File: src/common/uefc_pkg.sv
// Constants, register map and carriers for the enhanced flow control block.
// Assumes a 100 MHz single clock domain and an APB master with 32-bit data.
// Summary of operation
// - Auto CTS halts transmitter while CTS high
// - Auto RTS: interrupt at trigger, RTS high
// - RTS returns low below lower threshold
// - Flow control off: RTS follows modem control
// - Auto RTS bit reads back flow state
// - Special detect: match second pause, flag
// - Character bit 0 compares register bit 0
// - Gate bit opens enhanced bits, clear locks
// - Gate bit reads zero after reset
// - Low four bits select software flow
// - Dual modes use consecutive two-character sequence; receive uses it only with all four select bits set
// - Bits 3:2 transmit, 1:0 receive select
package uefc_pkg;
  // Register byte offsets
  localparam logic [7:0] OFS_ENH    = 8'h00;
  localparam logic [7:0] OFS_RES1   = 8'h04;
  localparam logic [7:0] OFS_RES2   = 8'h08;
  localparam logic [7:0] OFS_PAU1   = 8'h0C;
  localparam logic [7:0] OFS_PAU2   = 8'h10;
  localparam logic [7:0] OFS_IRQEN  = 8'h14;
  localparam logic [7:0] OFS_FIFOC  = 8'h18;
  localparam logic [7:0] OFS_MODEM  = 8'h1C;
  localparam logic [7:0] OFS_RXTRIG = 8'h20;
  localparam logic [7:0] OFS_FLOWHI = 8'h24;
  localparam logic [7:0] OFS_FLOWLO = 8'h28;
  localparam logic [7:0] OFS_STAT   = 8'h2C;
  localparam logic [7:0] OFS_MASK   = 8'h30;
  localparam logic [7:0] OFS_STATE  = 8'h34;
  // Enhanced feature control fields
  localparam int ENH_AUTO_CTS = 7;
  localparam int ENH_AUTO_RTS = 6;
  localparam int ENH_SPECIAL  = 5;
  localparam int ENH_GATE     = 4;
  // Status bit positions
  localparam int ST_RXTRIG  = 0;
  localparam int ST_CTSCHG  = 1;
  localparam int ST_RTSCHG  = 2;
  localparam int ST_SPECIAL = 4;
  localparam int ST_FLOWCH  = 5;
  // Modem control bit for software RTS
  localparam int MODEM_RTS = 1;
  // Lockable masks
  localparam logic [7:0] IRQEN_LOCK = 8'hF0;
  localparam logic [7:0] FIFOC_LOCK = 8'h30;
  localparam logic [7:0] MODEM_LOCK = 8'hE0;
  localparam logic [7:0] ST_LOCK  = 8'h30;
  // Reset values
  localparam logic [7:0]  RST_BYTE = 8'h00;
  localparam logic [31:0] RST_WORD = 32'h0000_0000;
  // Character carrier
  typedef struct packed {
    logic       valid;
    logic [7:0] data;
  } uefc_char_s;
  // Flow character sender states
  typedef enum logic [2:0] {
    SND_IDLE   = 3'b001,
    SND_FIRST  = 3'b010,
    SND_SECOND = 3'b100
  } uefc_snd_e;
endpackage

File: src/design/uefc_top.sv
// Enhanced flow control block: registers, auto CTS/RTS, flow characters.
// Assumes RX_LEVEL, RX_IN and TX_BUSY come from logic on REF_CLK; CTS_PIN is a pin.
//
// Design decisions made here: the placing of the registers and the APB interface to the registers.
`timescale 1ns/1ps
module uefc_top
  import uefc_pkg::*;
#(
  parameter int LVL_W = 8
) (
  input  wire logic        REF_CLK,
  input  wire logic        SYS_RST,
  input  wire logic        PSEL,
  input  wire logic        PENABLE,
  input  wire logic        PWRITE,
  input  wire logic [7:0]  PADDR,
  input  wire logic [31:0] PWDATA,
  output logic      [31:0] PRDATA,
  output logic             PREADY,
  output logic             PSLVERR,
  output logic             IRQ,
  input  wire logic        CTS_PIN,
  output logic             RTS_PIN,
  input  wire logic [LVL_W-1:0] RX_LEVEL,
  input  wire uefc_char_s  RX_IN,
  output uefc_char_s       RX_STORE,
  input  wire logic        TX_BUSY,
  output logic             TX_HALT,
  output uefc_char_s       TX_FC,
  input  wire logic        TX_FC_READY
);

  // Level width must hold every threshold code
  if (LVL_W < 8) begin : g_chk
    $error("LVL_W must be at least 8");
  end

  logic [7:0] enh_q, res1_q, res2_q, pau1_q, pau2_q;
  logic [7:0] irqen_q, fifoc_q, modem_q, rxtrig_q, flowhi_q, flowlo_q;
  logic [7:0] stat_q, mask_q;
  logic       pready_q, pslverr_q, irq_q;
  logic [31:0] prdata_q;
  logic       cts_m_q, cts_q, cts_prev_q;
  logic       rts_hold_q, rts_q, trig_prev_q;
  logic       halt_q, sw_paused_q, half_p_q, half_r_q;
  logic       xoff_prev_q;
  uefc_char_s store_q, fc_q;
  uefc_snd_e  snd_q, snd_d;
  logic       snd_pause_q;

  // Bus decode; answer one cycle into the access phase
  wire        acc     = PSEL && PENABLE;
  wire        pready_d = acc && !pready_q;
  wire        wr_done = acc && pready_q && PWRITE;
  wire [7:0]  wd      = PWDATA[7:0];
  wire        gate    = enh_q[ENH_GATE];
  wire        hit     = (PADDR[1:0] == 2'b00) && (PADDR <= OFS_STATE);
  wire        w_enh   = wr_done && PADDR == OFS_ENH;
  wire        w_stat  = wr_done && PADDR == OFS_STAT;

  // Threshold codes 0 and 1 both mean one character
  function automatic logic [LVL_W-1:0] thr(input logic [7:0] v);
    thr = (v == 8'h00) ? LVL_W'(1) : LVL_W'(v);
  endfunction

  wire lvl_trig = RX_LEVEL >= thr(rxtrig_q);
  wire lvl_hi   = RX_LEVEL >= thr(flowhi_q);
  wire lvl_lo   = RX_LEVEL <  thr(flowlo_q);

  // Receive compare select; dual sequence only when every select bit is set
  wire [1:0] rx_sel  = enh_q[1:0];
  wire [1:0] tx_sel  = enh_q[3:2];
  wire       dual_rx = enh_q[3:0] == 4'hF;
  wire       m_p1    = RX_IN.data == pau1_q;
  wire       m_p2    = RX_IN.data == pau2_q;
  wire       m_r1    = RX_IN.data == res1_q;
  wire       m_r2    = RX_IN.data == res2_q;
  wire       p_one   = (rx_sel[1] && m_p1) || (rx_sel[0] && m_p2);
  wire       r_one   = (rx_sel[1] && m_r1) || (rx_sel[0] && m_r2);
  wire       p_hit   = RX_IN.valid && (dual_rx ? (half_p_q && m_p2) : p_one);
  wire       r_hit   = RX_IN.valid && (dual_rx ? (half_r_q && m_r2) : r_one);
  wire       fc_char = RX_IN.valid && rx_sel != 2'b00 && (p_one || r_one);
  wire       special = RX_IN.valid && enh_q[ENH_SPECIAL] && m_p2;

  // Transmit halt request from CTS or a received pause sequence
  wire halt_want = (enh_q[ENH_AUTO_CTS] && cts_q) || sw_paused_q;

  // Hardware events into the sticky status
  wire [7:0] ev;
  assign ev[ST_RXTRIG]  = enh_q[ENH_AUTO_RTS] && lvl_trig && !trig_prev_q;
  assign ev[ST_CTSCHG]  = cts_q != cts_prev_q;
  assign ev[ST_RTSCHG]  = rts_hold_q != rts_q && enh_q[ENH_AUTO_RTS];
  assign ev[3]          = 1'b0;
  assign ev[ST_SPECIAL] = special;
  assign ev[ST_FLOWCH]  = p_hit || r_hit;
  assign ev[7:6]        = 2'b00;
  wire [7:0] clr_mask   = gate ? 8'hFF : ~ST_LOCK;
  wire [7:0] stat_d     = ev | (stat_q & ~(w_stat ? (wd & clr_mask) : 8'h00));

  // Lockable writes keep old enhanced bits while the gate is shut
  function automatic logic [7:0] lk(input logic [7:0] o, input logic [7:0] n,
                                    input logic [7:0] m, input logic g);
    lk = g ? n : ((o & m) | (n & ~m));
  endfunction

  // Read mux; auto RTS bit shows whether flow is currently allowed
  wire [7:0] enh_rd = {enh_q[7], enh_q[ENH_AUTO_RTS] && !rts_hold_q, enh_q[5:0]};
  logic [7:0] rd;
  always_comb begin
    case (PADDR)
      OFS_ENH:    rd = enh_rd;
      OFS_RES1:   rd = res1_q;
      OFS_RES2:   rd = res2_q;
      OFS_PAU1:   rd = pau1_q;
      OFS_PAU2:   rd = pau2_q;
      OFS_IRQEN:  rd = irqen_q;
      OFS_FIFOC:  rd = fifoc_q;
      OFS_MODEM:  rd = modem_q;
      OFS_RXTRIG: rd = rxtrig_q;
      OFS_FLOWHI: rd = flowhi_q;
      OFS_FLOWLO: rd = flowlo_q;
      OFS_STAT:   rd = stat_q;
      OFS_MASK:   rd = mask_q;
      OFS_STATE:  rd = {4'h0, sw_paused_q, halt_q, rts_q, cts_q};
      default:    rd = RST_BYTE;
    endcase
  end

  // APB handshake and read data
  always_ff @(posedge REF_CLK or posedge SYS_RST) begin
    if (SYS_RST) begin
      pready_q  <= 1'b0;
      pslverr_q <= 1'b0;
      prdata_q  <= RST_WORD;
    end else begin
      pready_q  <= pready_d;
      pslverr_q <= pready_d && !hit;
      if (pready_d) begin
        prdata_q <= (hit && !PWRITE) ? {24'h00_0000, rd} : RST_WORD;
      end
    end
  end

  // Register file; gate bit clears on reset so enhanced bits start locked
  always_ff @(posedge REF_CLK or posedge SYS_RST) begin
    if (SYS_RST) begin
      enh_q    <= RST_BYTE;
      {res1_q, res2_q, pau1_q, pau2_q} <= RST_WORD;
      {irqen_q, fifoc_q, modem_q, mask_q} <= RST_WORD;
      {rxtrig_q, flowhi_q, flowlo_q}   <= 24'h00_0000;
      stat_q   <= RST_BYTE;
    end else begin
      stat_q <= stat_d;
      if (w_enh) enh_q <= wd;
      if (wr_done) begin
        case (PADDR)
          OFS_RES1:   res1_q   <= wd;
          OFS_RES2:   res2_q   <= wd;
          OFS_PAU1:   pau1_q   <= wd;
          OFS_PAU2:   pau2_q   <= wd;
          OFS_IRQEN:  irqen_q  <= lk(irqen_q, wd, IRQEN_LOCK, gate);
          OFS_FIFOC:  fifoc_q  <= lk(fifoc_q, wd, FIFOC_LOCK, gate);
          OFS_MODEM:  modem_q  <= lk(modem_q, wd, MODEM_LOCK, gate);
          OFS_RXTRIG: rxtrig_q <= wd;
          OFS_FLOWHI: flowhi_q <= wd;
          OFS_FLOWLO: flowlo_q <= wd;
          OFS_MASK:   mask_q   <= wd;
          default:    ;
        endcase
      end
    end
  end

  // CTS pin synchroniser; only the second stage is read
  always_ff @(posedge REF_CLK or posedge SYS_RST) begin
    if (SYS_RST) begin
      cts_m_q    <= 1'b0;
      cts_q      <= 1'b0;
      cts_prev_q <= 1'b0;
    end else begin
      cts_m_q    <= CTS_PIN;
      cts_q      <= cts_m_q;
      cts_prev_q <= cts_q;
    end
  end

  // Auto RTS hysteresis between the high and low thresholds
  always_ff @(posedge REF_CLK or posedge SYS_RST) begin
    if (SYS_RST) begin
      rts_hold_q  <= 1'b0;
      trig_prev_q <= 1'b0;
    end else begin
      trig_prev_q <= lvl_trig;
      if (lvl_hi) begin
        rts_hold_q <= 1'b1;
      end else if (lvl_lo) begin
        rts_hold_q <= 1'b0;
      end
    end
  end

  // RTS pin: flow state when enabled, else the inverse of the software modem control bit
  always_ff @(posedge REF_CLK or posedge SYS_RST) begin
    if (SYS_RST) begin
      rts_q <= 1'b1;
    end else begin
      rts_q <= enh_q[ENH_AUTO_RTS] ? rts_hold_q : !modem_q[MODEM_RTS];
    end
  end

  // Halt only between characters so no partial character leaves
  always_ff @(posedge REF_CLK or posedge SYS_RST) begin
    if (SYS_RST) begin
      halt_q <= 1'b0;
    end else if (!halt_want) begin
      halt_q <= 1'b0;
    end else if (!TX_BUSY) begin
      halt_q <= 1'b1;
    end
  end

  // Received flow sequences; first half waits for the next character
  always_ff @(posedge REF_CLK or posedge SYS_RST) begin
    if (SYS_RST) begin
      sw_paused_q <= 1'b0;
      half_p_q    <= 1'b0;
      half_r_q    <= 1'b0;
      store_q     <= '0;
    end else begin
      if (RX_IN.valid) begin
        half_p_q <= dual_rx && m_p1;
        half_r_q <= dual_rx && m_r1;
      end
      if (rx_sel == 2'b00) begin
        sw_paused_q <= 1'b0;
      end else if (p_hit) begin
        sw_paused_q <= 1'b1;
      end else if (r_hit) begin
        sw_paused_q <= 1'b0;
      end
      // Flow characters are consumed; special characters are stored
      store_q.valid <= RX_IN.valid && (!fc_char || special);
      store_q.data  <= RX_IN.data;
    end
  end

  // Level crossings request a pause or resume sequence from the sender
  wire send_pause  = tx_sel != 2'b00 && lvl_hi && !xoff_prev_q;
  wire send_resume = tx_sel != 2'b00 && lvl_lo && xoff_prev_q;
  wire fc_take     = fc_q.valid && TX_FC_READY;

  always_comb begin
    snd_d = snd_q;
    case (snd_q)
      SND_IDLE: begin
        if (send_pause || send_resume) begin
          snd_d = tx_sel[1] ? SND_FIRST : SND_SECOND;
        end
      end
      SND_FIRST: begin
        if (fc_take) begin
          snd_d = tx_sel[0] ? SND_SECOND : SND_IDLE;
        end
      end
      SND_SECOND: begin
        if (fc_take) snd_d = SND_IDLE;
      end
      default: snd_d = SND_IDLE;
    endcase
  end

  // Flow character output register
  // Stored pause choice only lands with the first character, so use the request then
  wire       pick_pause = (snd_q == SND_IDLE) ? send_pause : snd_pause_q;
  wire [7:0] fc_char_d  = (snd_d == SND_FIRST) ? (pick_pause ? pau1_q : res1_q)
                                               : (pick_pause ? pau2_q : res2_q);
  always_ff @(posedge REF_CLK or posedge SYS_RST) begin
    if (SYS_RST) begin
      snd_q       <= SND_IDLE;
      snd_pause_q <= 1'b0;
      xoff_prev_q <= 1'b0;
      fc_q        <= '0;
    end else begin
      snd_q <= snd_d;
      if (snd_q == SND_IDLE && (send_pause || send_resume)) begin
        snd_pause_q <= send_pause;
        xoff_prev_q <= send_pause;
      end
      if (snd_d != snd_q || fc_take) begin
        fc_q.valid <= snd_d != SND_IDLE;
        fc_q.data  <= fc_char_d;
      end
    end
  end

  // Interrupt level from unmasked sticky bits
  // Next mask value, so a mask write moves the level in the same cycle as the register
  wire [7:0] mask_d = (wr_done && PADDR == OFS_MASK) ? wd : mask_q;
  always_ff @(posedge REF_CLK or posedge SYS_RST) begin
    if (SYS_RST) irq_q <= 1'b0;
    else         irq_q <= |(stat_d & mask_d);
  end

  assign PRDATA   = prdata_q;
  assign PREADY   = pready_q;
  assign PSLVERR  = pslverr_q;
  assign IRQ      = irq_q;
  assign RTS_PIN  = rts_q;
  assign TX_HALT  = halt_q;
  assign RX_STORE = store_q;
  assign TX_FC    = fc_q;
endmodule

File: config.mk
export PLATFORM = sky130hd
export DESIGN_NAME = uefc_top
export DESIGN_NICKNAME = d
export VERILOG_FILES = /design/src/common/uefc_pkg.sv /design/src/design/uefc_top.sv
export SDC_FILE = /design/constraint.sdc
export NUM_CORES = 1
export LEC_CHECK = 0
export ABC_AREA = 1
export BUFFER_PORTS_ARGS = -buffer_cell sky130_fd_sc_hd__buf_2
export CAP_MARGIN = 20
export CORE_MARGIN = 3
export CORE_UTILIZATION = 62
export CTS_CLUSTER_DIAMETER = 80
export DETAILED_ROUTE_END_ITERATION = 6
export GPL_TIMING_DRIVEN = 1
export HOLD_SLACK_MARGIN = 0.1
export PLACE_DENSITY = 0.83
export RECOVER_POWER = 25
export SLEW_MARGIN = 20
export SYNTH_ARGS = -nofsm -noshare
export SYNTH_HDL_FRONTEND = slang
export SYNTH_SLANG_ARGS = --single-unit
File: constraint.sdc
create_clock -name REF_CLK -period 10.1 [get_ports REF_CLK]
set_clock_uncertainty 0.05 [all_clocks]
set_input_delay 2.02 -clock REF_CLK [delete_from_list [all_inputs] [get_ports REF_CLK]]
set_output_delay 2.02 -clock REF_CLK [all_outputs]
set_load 0.05 [all_outputs]
=== After elaboration in Yosys (flattened, before gate mapping) ===
Cells that the tools add are included.

* Register bits after elaboration: 171
* Input bits: 65
* Output and inout port bits: 55
* Word-level logic and storage cells: 177

* Magnitude comparators: 4
* Equal/unequal tests: 27
* Multiplexer cells: 31
* Bitwise operators: 8
* Reduce and logical (&&, ||, !) cells: 74

{| class="wikitable"
|+ Operators with widths
! operator !! count
|-
| 8-bit one-hot mux with 14 select lines || 1
|-
| 8-bit two-way mux || 12
|-
| 8-bit by 6-bit equality test with 1-bit output (second input constant) || 6
|-
| 1-bit logical AND || 36
|-
| 8-bit by 5-bit equality test with 1-bit output (second input constant) || 4
|-
| 8-bit equality test || 4
|-
| 8-bit logical NOT || 4
|-
| 8-bit AND || 3
|-
| 2-bit AND reduction || 11
|-
| 8-bit by 4-bit equality test with 1-bit output (second input constant) || 2
|-
| 8-bit greater-or-equal comparator || 2
|-
| 6-bit by 8-bit bitwise OR with 8-bit output || 2
|-
| 3-bit two-way mux || 5
|-
| 1-bit two-way mux || 11
|-
| 3-bit one-hot mux with 3 select lines || 1
|-
| 8-bit by 3-bit equality test with 1-bit output (second input constant) || 1
|-
| 8-bit by 6-bit <= comparator with 1-bit output (second input constant) || 1
|-
| 1-bit logical NOT || 8
|-
| 1-bit logical OR || 8
|-
| 8-bit < comparator || 1
|-
| 8-bit NOT || 1
|-
| 8-bit by 4-bit bitwise OR with 8-bit output || 1
|-
| 8-bit by 5-bit bitwise OR with 8-bit output || 1
|-
| 8-bit OR reduction || 1
|-
| other kinds (12) || 17
|}

=== Logic depth before layout (Yosys ltp) ===
Gate-level depths: netlist of the first run.

* Word-level depth: 10
* Mapped depth: 18
* Depth with buffers taken out: 18

=== Least setup slack after synthesis of the first run ===
OpenSTA, ideal clock, no wires.

* Path type: input to register
* Start: input RX_LEVEL[5]
* End: register fc_q (netlist bit TX_FC[8])
* Library setup time: 118 ps
* Arrival: 3543 ps
* Required time: 9932 ps
* Setup slack: 6389 ps
* Stages: 13
* Path buffers: 0
* Path through: ha_1 > a21oi_1 > nor2_1 > nor3_1 > nand3_1 > nand3_1 > nand2_2 > a21oi_1 > nand2_4 > nor2_8 > nand2_4 > nand2_1 > nand2_1

* Cells in the longest elaborated chain, start to end: 8
* Elaborated cells between the ends (all ways): 12
* Those cells by class: 2 x order compare; 2 x eq/ne; 2 x mux; 6 x reduce/logical

{| class="wikitable"
|+ RTL lines
! what !! RTL line !! text
|-
| start: declaration || uefc_top.sv:24 || <nowiki>input wire logic [LVL_W-1:0] RX_LEVEL,</nowiki>
|-
| 8-bit greater-or-equal comparator / 8-bit < comparator (equally long branches) || uefc_top.sv:67, uefc_top.sv:68 ||
|-
| 1-bit logical AND (on tied branches) (2 in a row) || uefc_top.sv:248, uefc_top.sv:249 ||
|-
| 1-bit logical OR * || uefc_top.sv:256 || <nowiki>if (send_pause || send_resume) begin</nowiki>
|-
| 3-bit two-way mux * || uefc_top.sv:256 ||
|-
| 3-bit one-hot mux with 3 select lines * || uefc_top.sv:254 || <nowiki>case (snd_q)</nowiki>
|-
| 3-bit inequality test || uefc_top.sv:289 || <nowiki>if (snd_d != snd_q || fc_take) begin</nowiki>
|-
| 1-bit logical OR || uefc_top.sv:289 ||
|-
| end: declaration || uefc_top.sv:47 || <nowiki>uefc_char_s store_q, fc_q;</nowiki>
|}

Every way passes the cells marked *; elsewhere a longest branch is shown, timed or not.
A chain may end at the register's enable or synchronous reset.

==> impl_results.md, run 1 <==
- Slowest cell on crit path: clkinvlp_2
- Final Hold Vio Count: 0
- Post-CTS setup buffer count: 0
- Crit path DAT: 5290 ps
- Setup TNS: 0 ps
- Final Cycle Share: 48.07%
- FF-to-FF setup slack: 7160 ps
- Unrepaired setup endpoints after global routing: false
- Vias per cell: 5.863
- Final ANT Viol Nets: 0
- Cell variety after synth: 51
- PD cells: 155.1 nW/um^2
- Cts hold-fix bufs: 0
- Launching point of the worst reg2reg path: flowhi_q[7]
- Bufs and invs on worst path: 3
- IO Pins: 120
- Synth warn: 0
- Die area: 14250 um^2
- Vias in the first global route: 6755
- Number of gates resized after CTS: 0
- Main combinational cell family by area after synthesis: simple AND/OR/NAND/NOR gates
- CP Data Required Time: 10540 ps
- H-tree depth: 4
- First-pass GRT wire length: 35440 um
- Area of the multi-input gates: 3592 um^2
- Flops & latches, synth: 147
- Fin cells: 1227
- Worst Setup End Kind: async pin
- Reg clk slew, reported paths: 60 ps
- Tot Pwr: 1.393 mW
- Largest net degree at the start of global routing: 93
- Comb power frac: 9.1%
- DRT Pass-1 Iters: 6
- Final Max Slew Viols: 93
- Hpwl dp: 16070 um
- Die height: 119.4 um
- Least-Margin Pin Slew: 4000 ps
- Switching pwr: 0.3571 mW
- Initial Utilization: 64.75%
- EDFF count, synth: 0
- Status: finished, violations left
- Top Family by Delay on Critical Path: buffers and inverters
- All-layer global routing usage: 32.10%
- Startpoint Class: input pin
- WP depth: 3
- Final setup violation count: 0
- Clock tree root buffer cell: clkbuf_16
- Number of buffers created by CTS: 17
- Initial antenna violation count: 0
- Layout cells sized above 1: 14.64%
- Layout area overhead: 12.71%
- Compound-Gate Fraction of Synth Area: 14.88%
- Filler cell count: 949
- Max-Cap Viols: 1
- Top FF cell, synth: dfrtp_1
- Synth Area in Simple Gates: 22.49%
- Commonest non-fill, non-tap cell in the layout: nand2_1
- Post-synthesis mux area share: 0.4238%
- Nets: 1135
- Cells on worst reg2reg path: 16
- Max Fanout on Critical Path: 92
- Commonest non-fill, non-tap cells in the layout: 261 x nand2_1, 145 x dfrtp_1, 123 x inv_1
- Final GP Congestion: 0.9586
- End of the worst register-to-register path: TX_FC[1]
- Initial drt markers: 877
- Die width: 119.4 um
- Vias: 7194
- DR DRC count: 0
- Fin crit period: 4855 ps
- Register area share after synthesis: 46.18%
- Peak supply drop: 107.3 uV
- Port bufs: 71
- Crit path kind: input pin to async pin
- Pint: 1.036 mW
- Mapped Area: 7971 um^2
- Hold path depth: 0
- Rel. slew slack: -168.1%
- CTS tree: yes
- Max clock buf depth: 2
- DR WL/cell: 18.42 um
- Sw Ratio: 25.63%
- Placed insts: 1196
- Syn Area/Cell: 8.193 um^2
- Async S/R FF share, synth: 100.0%
- Register share of total power: 43.2%
- Min-Delay Path Class: flop to flop
- Endpoint of the worst hold path: cts_q
- CP max stage delay: 2220 ps
- Adder-cell share of the synthesized area: 3.610%
- Core box area: 12310 um^2
- Hold Startpoint: cts_m_q
- Antenna fix cells: 0
- Clock sinks: 147
- Post-synthesis cell count: 973
- GRT Residual Overflow: 0
- Clock insertion delay at the later pin of the skew report: 430 ps
- Cell row count: 40
- Register area: 3681 um^2
- Xor/xnor share of the synthesized area: 2.527%
- Fmax: 0.2060 GHz
- Drt total wl: 22610 um
- Leakage power: 4.399 nW
- Failing checks: max-capacitance violations, max-slew violations
- Worst path cell trace: buf_2, clkinvlp_2, buf_4
- Clock power share: 47.8%
-- final cells by class --
type	instances	share of cell area, %
Inverter	141	5.960
Clock inverter	13	2.061
Timing Repair Buffer	72	3.913
Sequential cell	147	40.97
Tap cell	168	2.340
Multi-Input combinational cell	668	39.98
Clock buffer	18	4.776
-- synth_stat cells, types with 2 or more instances --
library cell / n / area share (%)
clkbuf_1: 13 / 0.61
nand2_2: 7 / 0.55
nand4_2: 2 / 0.31
a21oi_1: 21 / 1.3
nor2_2: 5 / 0.39
nor4_1: 5 / 0.39
o21ai_1: 10 / 0.63
inv_2: 16 / 0.75
nand4_1: 13 / 1.0
nor3_1: 9 / 0.57
dfrtp_1: 145 / 46
o21ai_0: 112 / 7.0
buf_4: 24 / 2.3
nor2_1: 40 / 1.9
xor2_1: 12 / 1.3
a22o_1: 5 / 0.55
o41ai_1: 2 / 0.22
o21ai_2: 2 / 0.22
inv_1: 124 / 5.8
dfstp_2: 2 / 0.66
a221oi_1: 16 / 1.8
nand2_4: 5 / 0.71
nor3_2: 2 / 0.25
mux2_2: 3 / 0.42
o31ai_1: 2 / 0.19
nand3_2: 2 / 0.25
o2111ai_1: 2 / 0.22
buf_2: 2 / 0.13
o22ai_1: 21 / 1.6
ha_1: 23 / 3.6
nor3_4: 4 / 0.82
xnor2_1: 11 / 1.2
nor2_4: 4 / 0.57
nand2_1: 261 / 12
a211oi_2: 2 / 0.31
nand3_1: 29 / 1.8
-- layer usage --
layer	global-route usage (%)	wire, um	vias to the layer above	share of wire, %
met5	0	0	-	0
met4	15.46	1104	0	4.9
met3	8.642	2302	100	10
met2	50.16	10630	431	47
met1	41.61	8570	3362	38
li1	-	-	3301	-
-- how the worst max path moves through the flow --
stage	endpoint	slack (ps)	start
floorplan	IRQ	4080	SYS_RST
CTS	TX_FC[0]	6220	RX_LEVEL[7]
finish	irqen_q[0]	5250	SYS_RST
global placement	TX_FC[0]	5870	RX_LEVEL[7]
global route	pau1_q[1]	4570	SYS_RST
detailed placement	TX_FC[1]	5840	RX_LEVEL[7]
-- stage by stage --
stage	cell area (um^2)	setup WS (ps)	utilization (%)	hold WS, ps
after global routing	8985	4568	72.98	306.8
after detailed placement	8386	5844	68.11	291.1
after floorplan	8058	4082	-	281.2
final	8985	5245	72.98	302.0
after CTS	9000	6221	73.10	303.8
after global placement	8386	5870	68.11	287.1
-- kinds of logic (layout without fill, tap and decap cells) --
family          Yosys count  count (layout)
mux                       3               3
fa+ha+maj                23              23
simple gates            392             392
compound gates          203             203
xor+xnor                 23              23
flops                   147             147
other cells               1              24
buf+inv                 181             244
-- power by group through the flow --
stage | Clock, mW | Combinational (mW) | Sequential [mW]
finish | 0.665 | 0.127 | 0.601
global route | 0.694 | 0.138 | 0.602
CTS | 0.667 | 0.127 | 0.601
detailed placement | 0 | 0.126 | 0.611
global placement | 0 | 0.124 | 0.611
floorplan | 0 | 0.0846 | 0.624
Note: power is estimated with default switching activity, not from simulation.
==> run 2, diff against run 1 <==
--- a/config.mk
+++ b/config.mk
@@ -5,16 +5,16 @@
 export SDC_FILE = /design/constraint.sdc
 export NUM_CORES = 1
 export LEC_CHECK = 0
-export ABC_AREA = 1
+export ABC_AREA = 0
 export BUFFER_PORTS_ARGS = -buffer_cell sky130_fd_sc_hd__buf_2
 export CAP_MARGIN = 20
 export CORE_MARGIN = 3
-export CORE_UTILIZATION = 62
+export CORE_UTILIZATION = 57
 export CTS_CLUSTER_DIAMETER = 80
 export DETAILED_ROUTE_END_ITERATION = 6
 export GPL_TIMING_DRIVEN = 1
 export HOLD_SLACK_MARGIN = 0.1
-export PLACE_DENSITY = 0.83
+export PLACE_DENSITY = 0.77
 export RECOVER_POWER = 25
 export SLEW_MARGIN = 20
 export SYNTH_ARGS = -nofsm -noshare
==> constraint.sdc (replaced) <==
create_clock -name REF_CLK -period 4.6 [get_ports REF_CLK]
set_clock_uncertainty 0.05 [all_clocks]
set_input_delay 0.92 -clock REF_CLK [delete_from_list [all_inputs] [get_ports REF_CLK]]
set_output_delay 0.92 -clock REF_CLK [all_outputs]
set_load 0.05 [all_outputs]
==> run 2 against run 1 <==
The flow still finishes with violations (max-capacitance violations, max-slew violations). Worst hold slack lost 1.6 ps. Via count fell by 15%. Register-to-register slack got worse by 5800 ps. Core utilization is 7.4 points lower. Clock-buffer cell count rose by 6. Critical path depth grew 6. Wire length is 2.8% lower. Final cell count down 23%. Synthesized area fell by 2.6%.
==> impl_results.md, run 2 <==
- Post-synthesis cell count: 687
- IO Pins: 120
- Worst path cell trace: buf_2, ha_1, and2_1, o2111ai_1, nor4_1, o21ai_1, a31oi_1, o21a_1, mux2i_1
- Setup ws final: 1211 ps
- Min-Delay Path Class: flop to flop
- Area of the multi-input gates: 3769 um^2
- Cell variety after synth: 59
- Final Cycle Share: 73.67%
- Synth cell count leaders: 145 x dfrtp_1, 102 x mux2_2, 45 x nand2_1
- Clock insertion delay at the later pin of the skew report: 430 ps
- Post-CTS setup buffer count: 0
- Top post-synthesis cells by area: dfrtp_1 47%, mux2_2 15%, ha_1 3.7%
- Vias: 6109
- DR DRC count: 0
- Reg clk slew, reported paths: 60 ps
- Number of buffers created by CTS: 17
- Final ANT Viol Nets: 0
- Slowest cell on crit path: a31oi_1
- Layout area overhead: 12.40%
- DRT Pass-1 Iters: 5
- Status: finished, violations left
- Core box area: 13300 um^2
- Initial drt markers: 678
- Fin crit period: 3389 ps
- Startpoint Class: input pin
- DR WL/cell: 23.12 um
- Synth warn: 0
- Unrepaired setup endpoints after global routing: false
- Antenna fix cells: 0
- H-tree depth: 4
- GRT Residual Overflow: 0
- Commonest non-fill, non-tap cell in the layout: dfrtp_1
- Filler cell count: 1014
- Initial Utilization: 58.39%
- Leakage power: 4.261 nW
- Clock tree root buffer cell: clkbuf_16
- Top FF cell, synth: dfrtp_1
- First-pass GRT wire length: 33670 um
- Drt total wl: 21970 um
- Register area share after synthesis: 47.42%
- Max Fanout on Critical Path: 9
- Die height: 122.7 um
- Largest net degree at the start of global routing: 74
- Vias in the first global route: 5914
- Number of gates resized after CTS: 0
- Commonest non-fill, non-tap cells in the layout: 145 x dfrtp_1, 102 x mux2_2, 63 x buf_2
- CP max stage delay: 650 ps
- Final GP Congestion: 0.9170
- Area leader, netlist: dfrtp_1
- Mapped Area: 7762 um^2
- Layout cells sized above 1: 27.13%
- Most frequent cell after synthesis: dfrtp_1
- Die area: 15050 um^2
- Max-Cap Viols: 1
- PD cells: 320.1 nW/um^2
- CP Data Required Time: 4900 ps
- Clock sinks: 147
- Vias per cell: 6.431
- Register area: 3681 um^2
- Crit path kind: input pin to flop
- Crit path DAT: 3690 ps
- Max clock buf depth: 2
- Cts hold-fix bufs: 0
- Worst Setup End Kind: flop
- Final Max Slew Viols: 74
- Hpwl dp: 15990 um
- Area fraction of the dominant cell type after synthesis: 46.74%
- Setup TNS: 0 ps
- Rel. slew slack: -19.17%
- Fmax: 0.2951 GHz
- Initial antenna violation count: 0
- Async S/R FF share, synth: 100.0%
- Dpl ws: 911.3 ps
- Die width: 122.7 um
- EDFF count, synth: 0
- Port bufs: 71
- All-layer global routing usage: 30.44%
- Final setup violation count: 0
- Nets: 851
- CTS tree: yes
- Final Hold Vio Count: 0
- Flops & latches, synth: 147
- Cell row count: 42
- Peak supply drop: 266.8 uV
- Least-Margin Pin Slew: 1788 ps
- Failing checks: max-capacitance violations, max-slew violations
- Syn Area/Cell: 11.30 um^2
==> run 2: changes by cell type after synthesis, sizes merged, moves of 13 or more <==
cell,change
inv,-105
o22ai,-20
a22oi,+31
nor2,-25
nand3,-19
xor2,+13
o21ai,-109
nand2,-227
mux2,+99
==> run 2: logic make-up after synthesis <==
family	share of synthesized area, %
DFF	47.42
AOI/OAI and AO/OA	13.48
and+or+nand+nor	9.913
muxes	16.34
buffers and inverters	5.142
xor gates and xnor gates	3.949
adders and majority gates	3.707
other	0.04831
==> run 2: cell type report <==
class                   instances  share of cell area [%]
multi-input cells             483                   43.20
flip-flops and latches        147                   42.19
well taps                     176                   2.524
clock inverters                 6                  0.6597
clock buffers                  24                   5.292
inverters                      35                   1.520
repair buffers                 79                   4.618
==> run 2: path summary, 6_finish.rpt <==
| kind | from | end | slack (ps) | cells after the start |
|---|---|---|---|---|
| setup / recovery | RX_LEVEL[7] | TX_FC[8] | 1210 | 9 |
| max in group asynchronous | SYS_RST | mask_q[4] | 1630 | 3 |
| setup reg to reg | flowhi_q[3] | TX_FC[8] | 1340 | 11 |
| min in group asynchronous | SYS_RST | enh_q[2] | 630 | 2 |
| hold reg to reg | cts_m_q | cts_q | 300 | 0 |
| hold / removal | cts_m_q | cts_q | 300 | 0 |
==> run 2: per-stage QoR <==
step	instances	hold WS, ps	total power [mW]	util, %	cell area (um^2)
final	950	300.4	2.793	65.62	8725
after global routing	950	312.9	2.883	65.62	8725
after CTS	950	307.3	2.805	65.83	8752
after detailed placement	920	294.9	1.564	61.92	8233
after global placement	920	288.5	1.557	61.92	8233
after floorplan	710	281.2	1.505	-	7853
==> run 2: routing by layer <==
metal	vias to the layer above	wire, um	track usage [%]	part of all wire (%)
met5	-	0	0	0
met1	3064	8987	40.75	41
li1	2677	-	-	-
met4	0	878	13.65	4.0
met3	65	1774	7.512	8.1
met2	303	10330	47.01	47
==> run 2: critical path: cells and delay by family <==
kind	cells	cell delay, ps
multiplexers	1	220
buffers and inverters	1	140
AND/OR/NAND/NOR	2	720
adder cells (fa/ha/maj)	1	300
AO/OA/AOI/OAI	4	1390
==> run 2: power breakdown <==
part           internal (mW)  switching, mW
clock                  0.746          0.505
combinational         0.0516          0.173
sequential              1.31        0.00955
==> run 3, diff against run 2 <==
--- a/config.mk
+++ b/config.mk
@@ -5,16 +5,16 @@
 export SDC_FILE = /design/constraint.sdc
 export NUM_CORES = 1
 export LEC_CHECK = 0
-export ABC_AREA = 0
+export ABC_AREA = 1
 export BUFFER_PORTS_ARGS = -buffer_cell sky130_fd_sc_hd__buf_2
 export CAP_MARGIN = 20
 export CORE_MARGIN = 3
-export CORE_UTILIZATION = 57
+export CORE_UTILIZATION = 52
 export CTS_CLUSTER_DIAMETER = 80
 export DETAILED_ROUTE_END_ITERATION = 6
 export GPL_TIMING_DRIVEN = 1
 export HOLD_SLACK_MARGIN = 0.1
-export PLACE_DENSITY = 0.77
+export PLACE_DENSITY = 0.74
 export RECOVER_POWER = 25
 export SLEW_MARGIN = 20
 export SYNTH_ARGS = -nofsm -noshare
==> constraint.sdc (replaced) <==
create_clock -name REF_CLK -period 2.98 [get_ports REF_CLK]
set_clock_uncertainty 0.05 [all_clocks]
set_input_delay 0.596 -clock REF_CLK [delete_from_list [all_inputs] [get_ports REF_CLK]]
set_output_delay 0.596 -clock REF_CLK [all_outputs]
set_load 0.05 [all_outputs]
==> run 3 against run 2 <==
The run still ends with max-capacitance violations, max-slew violations left. Worst hold slack got worse by 74 ps. Wire length increased by 1.8%. Worst setup slack got worse by 950 ps. Power increased by 66%. Die area increased by 12%. Clock power increased by 73%. Global-route usage decreased by 3.0 points. Final cell count increased by 31%. Combinational power increased by 93%. Critical path depth increased by 8. Critical path type is now flop to flop.
==> impl_results.md, run 3 (same netlist as run 1, synthesis figures left out) <==
- Commonest non-fill, non-tap cell in the layout: nand2_1
- Sw Ratio: 25.16%
- CTS tree: yes
- Least-Margin Pin Slew: 1999 ps
- Fin crit period: 2720 ps
- Vias per cell: 5.657
- Status: finished, violations left
- Nets: 1140
- Port bufs: 71
- Layout area overhead: 13.51%
- Die height: 129.8 um
- Final Cycle Share: 91.29%
- Clock sinks: 147
- Peak supply drop: 397.8 uV
- Vias: 7054
- DR WL/cell: 17.93 um
- Hpwl dp: 16450 um
- Antenna fix cells: 0
- Max clock buf depth: 2
- Switching pwr: 1.165 mW
- Cell row count: 44
- Cells on worst reg2reg path: 17
- H-tree depth: 4
- Startpoint Class: flop
- Fin util: 61.33%
- Largest net degree at the start of global routing: 148
- Commonest non-fill, non-tap cells in the layout: 261 x nand2_1, 145 x dfrtp_1, 123 x inv_1
- Min-Delay Path Class: input pin to flop
- Max Fanout on Critical Path: 10
- PD cells: 511.7 nW/um^2
- Initial antenna violation count: 0
- Leakage power: 4.420 nW
- Failing checks: max-capacitance violations, max-slew violations
- Final Max Slew Viols: 148
- GRT Residual Overflow: 0
- Drt total wl: 22360 um
- Final GP Congestion: 0.9580
- Worst Setup End Kind: flop
- Unrepaired setup endpoints after global routing: false
- Clock insertion delay at the later pin of the skew report: 420 ps
- Pint: 3.465 mW
- DR DRC count: 0
- Comb power frac: 9.4%
- Clock power share: 46.6%
- Crit path kind: flop to flop
- Final ANT Viol Nets: 0
- Final Hold Vio Count: 0
- Core box area: 14750 um^2
- Crit path DAT: 2980 ps
- CP Data Required Time: 3240 ps
- Post-CTS setup buffer count: 0
- Die width: 129.8 um
- Layout cells sized above 1: 15.15%
- Initial Utilization: 54.03%
- DRT Pass-1 Iters: 6
- Max-Cap Viols: 1
- Register share of total power: 44.0%
- Rel. slew slack: -33.29%
- Reg clk slew, reported paths: 60 ps
- IO Pins: 120
- Hold path depth: 1
- Clock tree root buffer cell: clkbuf_16
- Setup TNS: 0 ps
- Initial drt markers: 689
- Die area: 16850 um^2
- Final setup violation count: 0
- Vias in the first global route: 6685
- Fmax: 0.3676 GHz
- Number of buffers created by CTS: 17
- All-layer global routing usage: 27.48%
- First-pass GRT wire length: 35310 um
[run 3: cell types whose count changed in the layout (fill, tap and decap cells not counted), sizes merged, moves of 25 or more]
cell / before / now
nand2: 46 / 273
o21ai: 15 / 124
inv: 34 / 139
mux2: 102 / 3
a22oi: 31 / 0
nor2: 25 / 50
[run 3: worst paths after layout]
check	start	end	slack (ps)
max in group asynchronous	SYS_RST	modem_q[5]	770
min	CTS_PIN	cts_m_q	230
max reg2reg	flowhi_q[2]	TX_FC[5]	260
min reg2reg	cts_m_q	cts_q	300
max	flowhi_q[2]	TX_FC[5]	260
min in group asynchronous	SYS_RST	TX_FC[4]	830
[run 3: what timing repair did]
item | 4_1_cts | 5_1_grt
gates resized for setup | 0 | 5
hold buffers | 0 | 0
endpoints found under the setup margin | 0 | 9
[run 3: critical path, stage by stage, from the launching register on]
cell and delay (ps):
dfrtp_1 380, inv_1 160, nand4_1 100, o41ai_1 310
ha_1 210, inv_1 40, a21oi_1 110, o21ai_0 90
nand2_1 90, nand3_2 140, nand3_1 160, nand2_2 100
a21oi_2 180, nand2_4 80, nor2_8 160, nand2_4 100
nand2_1 80, nand2_1 50
[run 3: metrics by stage]
stage	setup WS, ps	instances	hold slack [ps]	area, um^2	total power, mW
after detailed placement	217.9	1217	284.7	8454	2.505
after CTS	193.9	1247	216.6	9045	4.643
after global routing	39.64	1247	209.2	9049	4.782
final	259.7	1247	225.9	9049	4.631
after global placement	260.5	1217	282.1	8454	2.500
after floorplan	488.6	996	281.2	8061	2.401
[run 3: power by group through the flow]
| stage | Sequential, mW | Clock (mW) | Combinational (mW) |
|---|---|---|---|
| after floorplan | 2.11 | 0 | 0.287 |
| after global placement | 2.07 | 0 | 0.428 |
| after detailed placement | 2.07 | 0 | 0.433 |
| after CTS | 2.04 | 2.17 | 0.434 |
| after global routing | 2.04 | 2.27 | 0.476 |
| final | 2.04 | 2.16 | 0.434 |
[run 3: final cells by class]
| type | count | area [um^2] |
|---|---|---|
| timing repair buffer | 77 | 389.1 |
| multi-input combinational | 668 | 3620 |
| tap | 184 | 230.2 |
| clock buffer | 20 | 456.7 |
| fill | 1307 | 5705 |
| clock inverter | 10 | 133.9 |
| inverter | 141 | 538.0 |
| sequential | 147 | 3681 |
[run 3: layer usage]
metal	vias to the layer above	global-route usage (%)	routed length (um)
li1	3315	-	-
met1	3312	36.68	9220
met2	361	43.68	10430
met3	66	6.263	1875
met4	0	11.12	837
met5	-	0	0
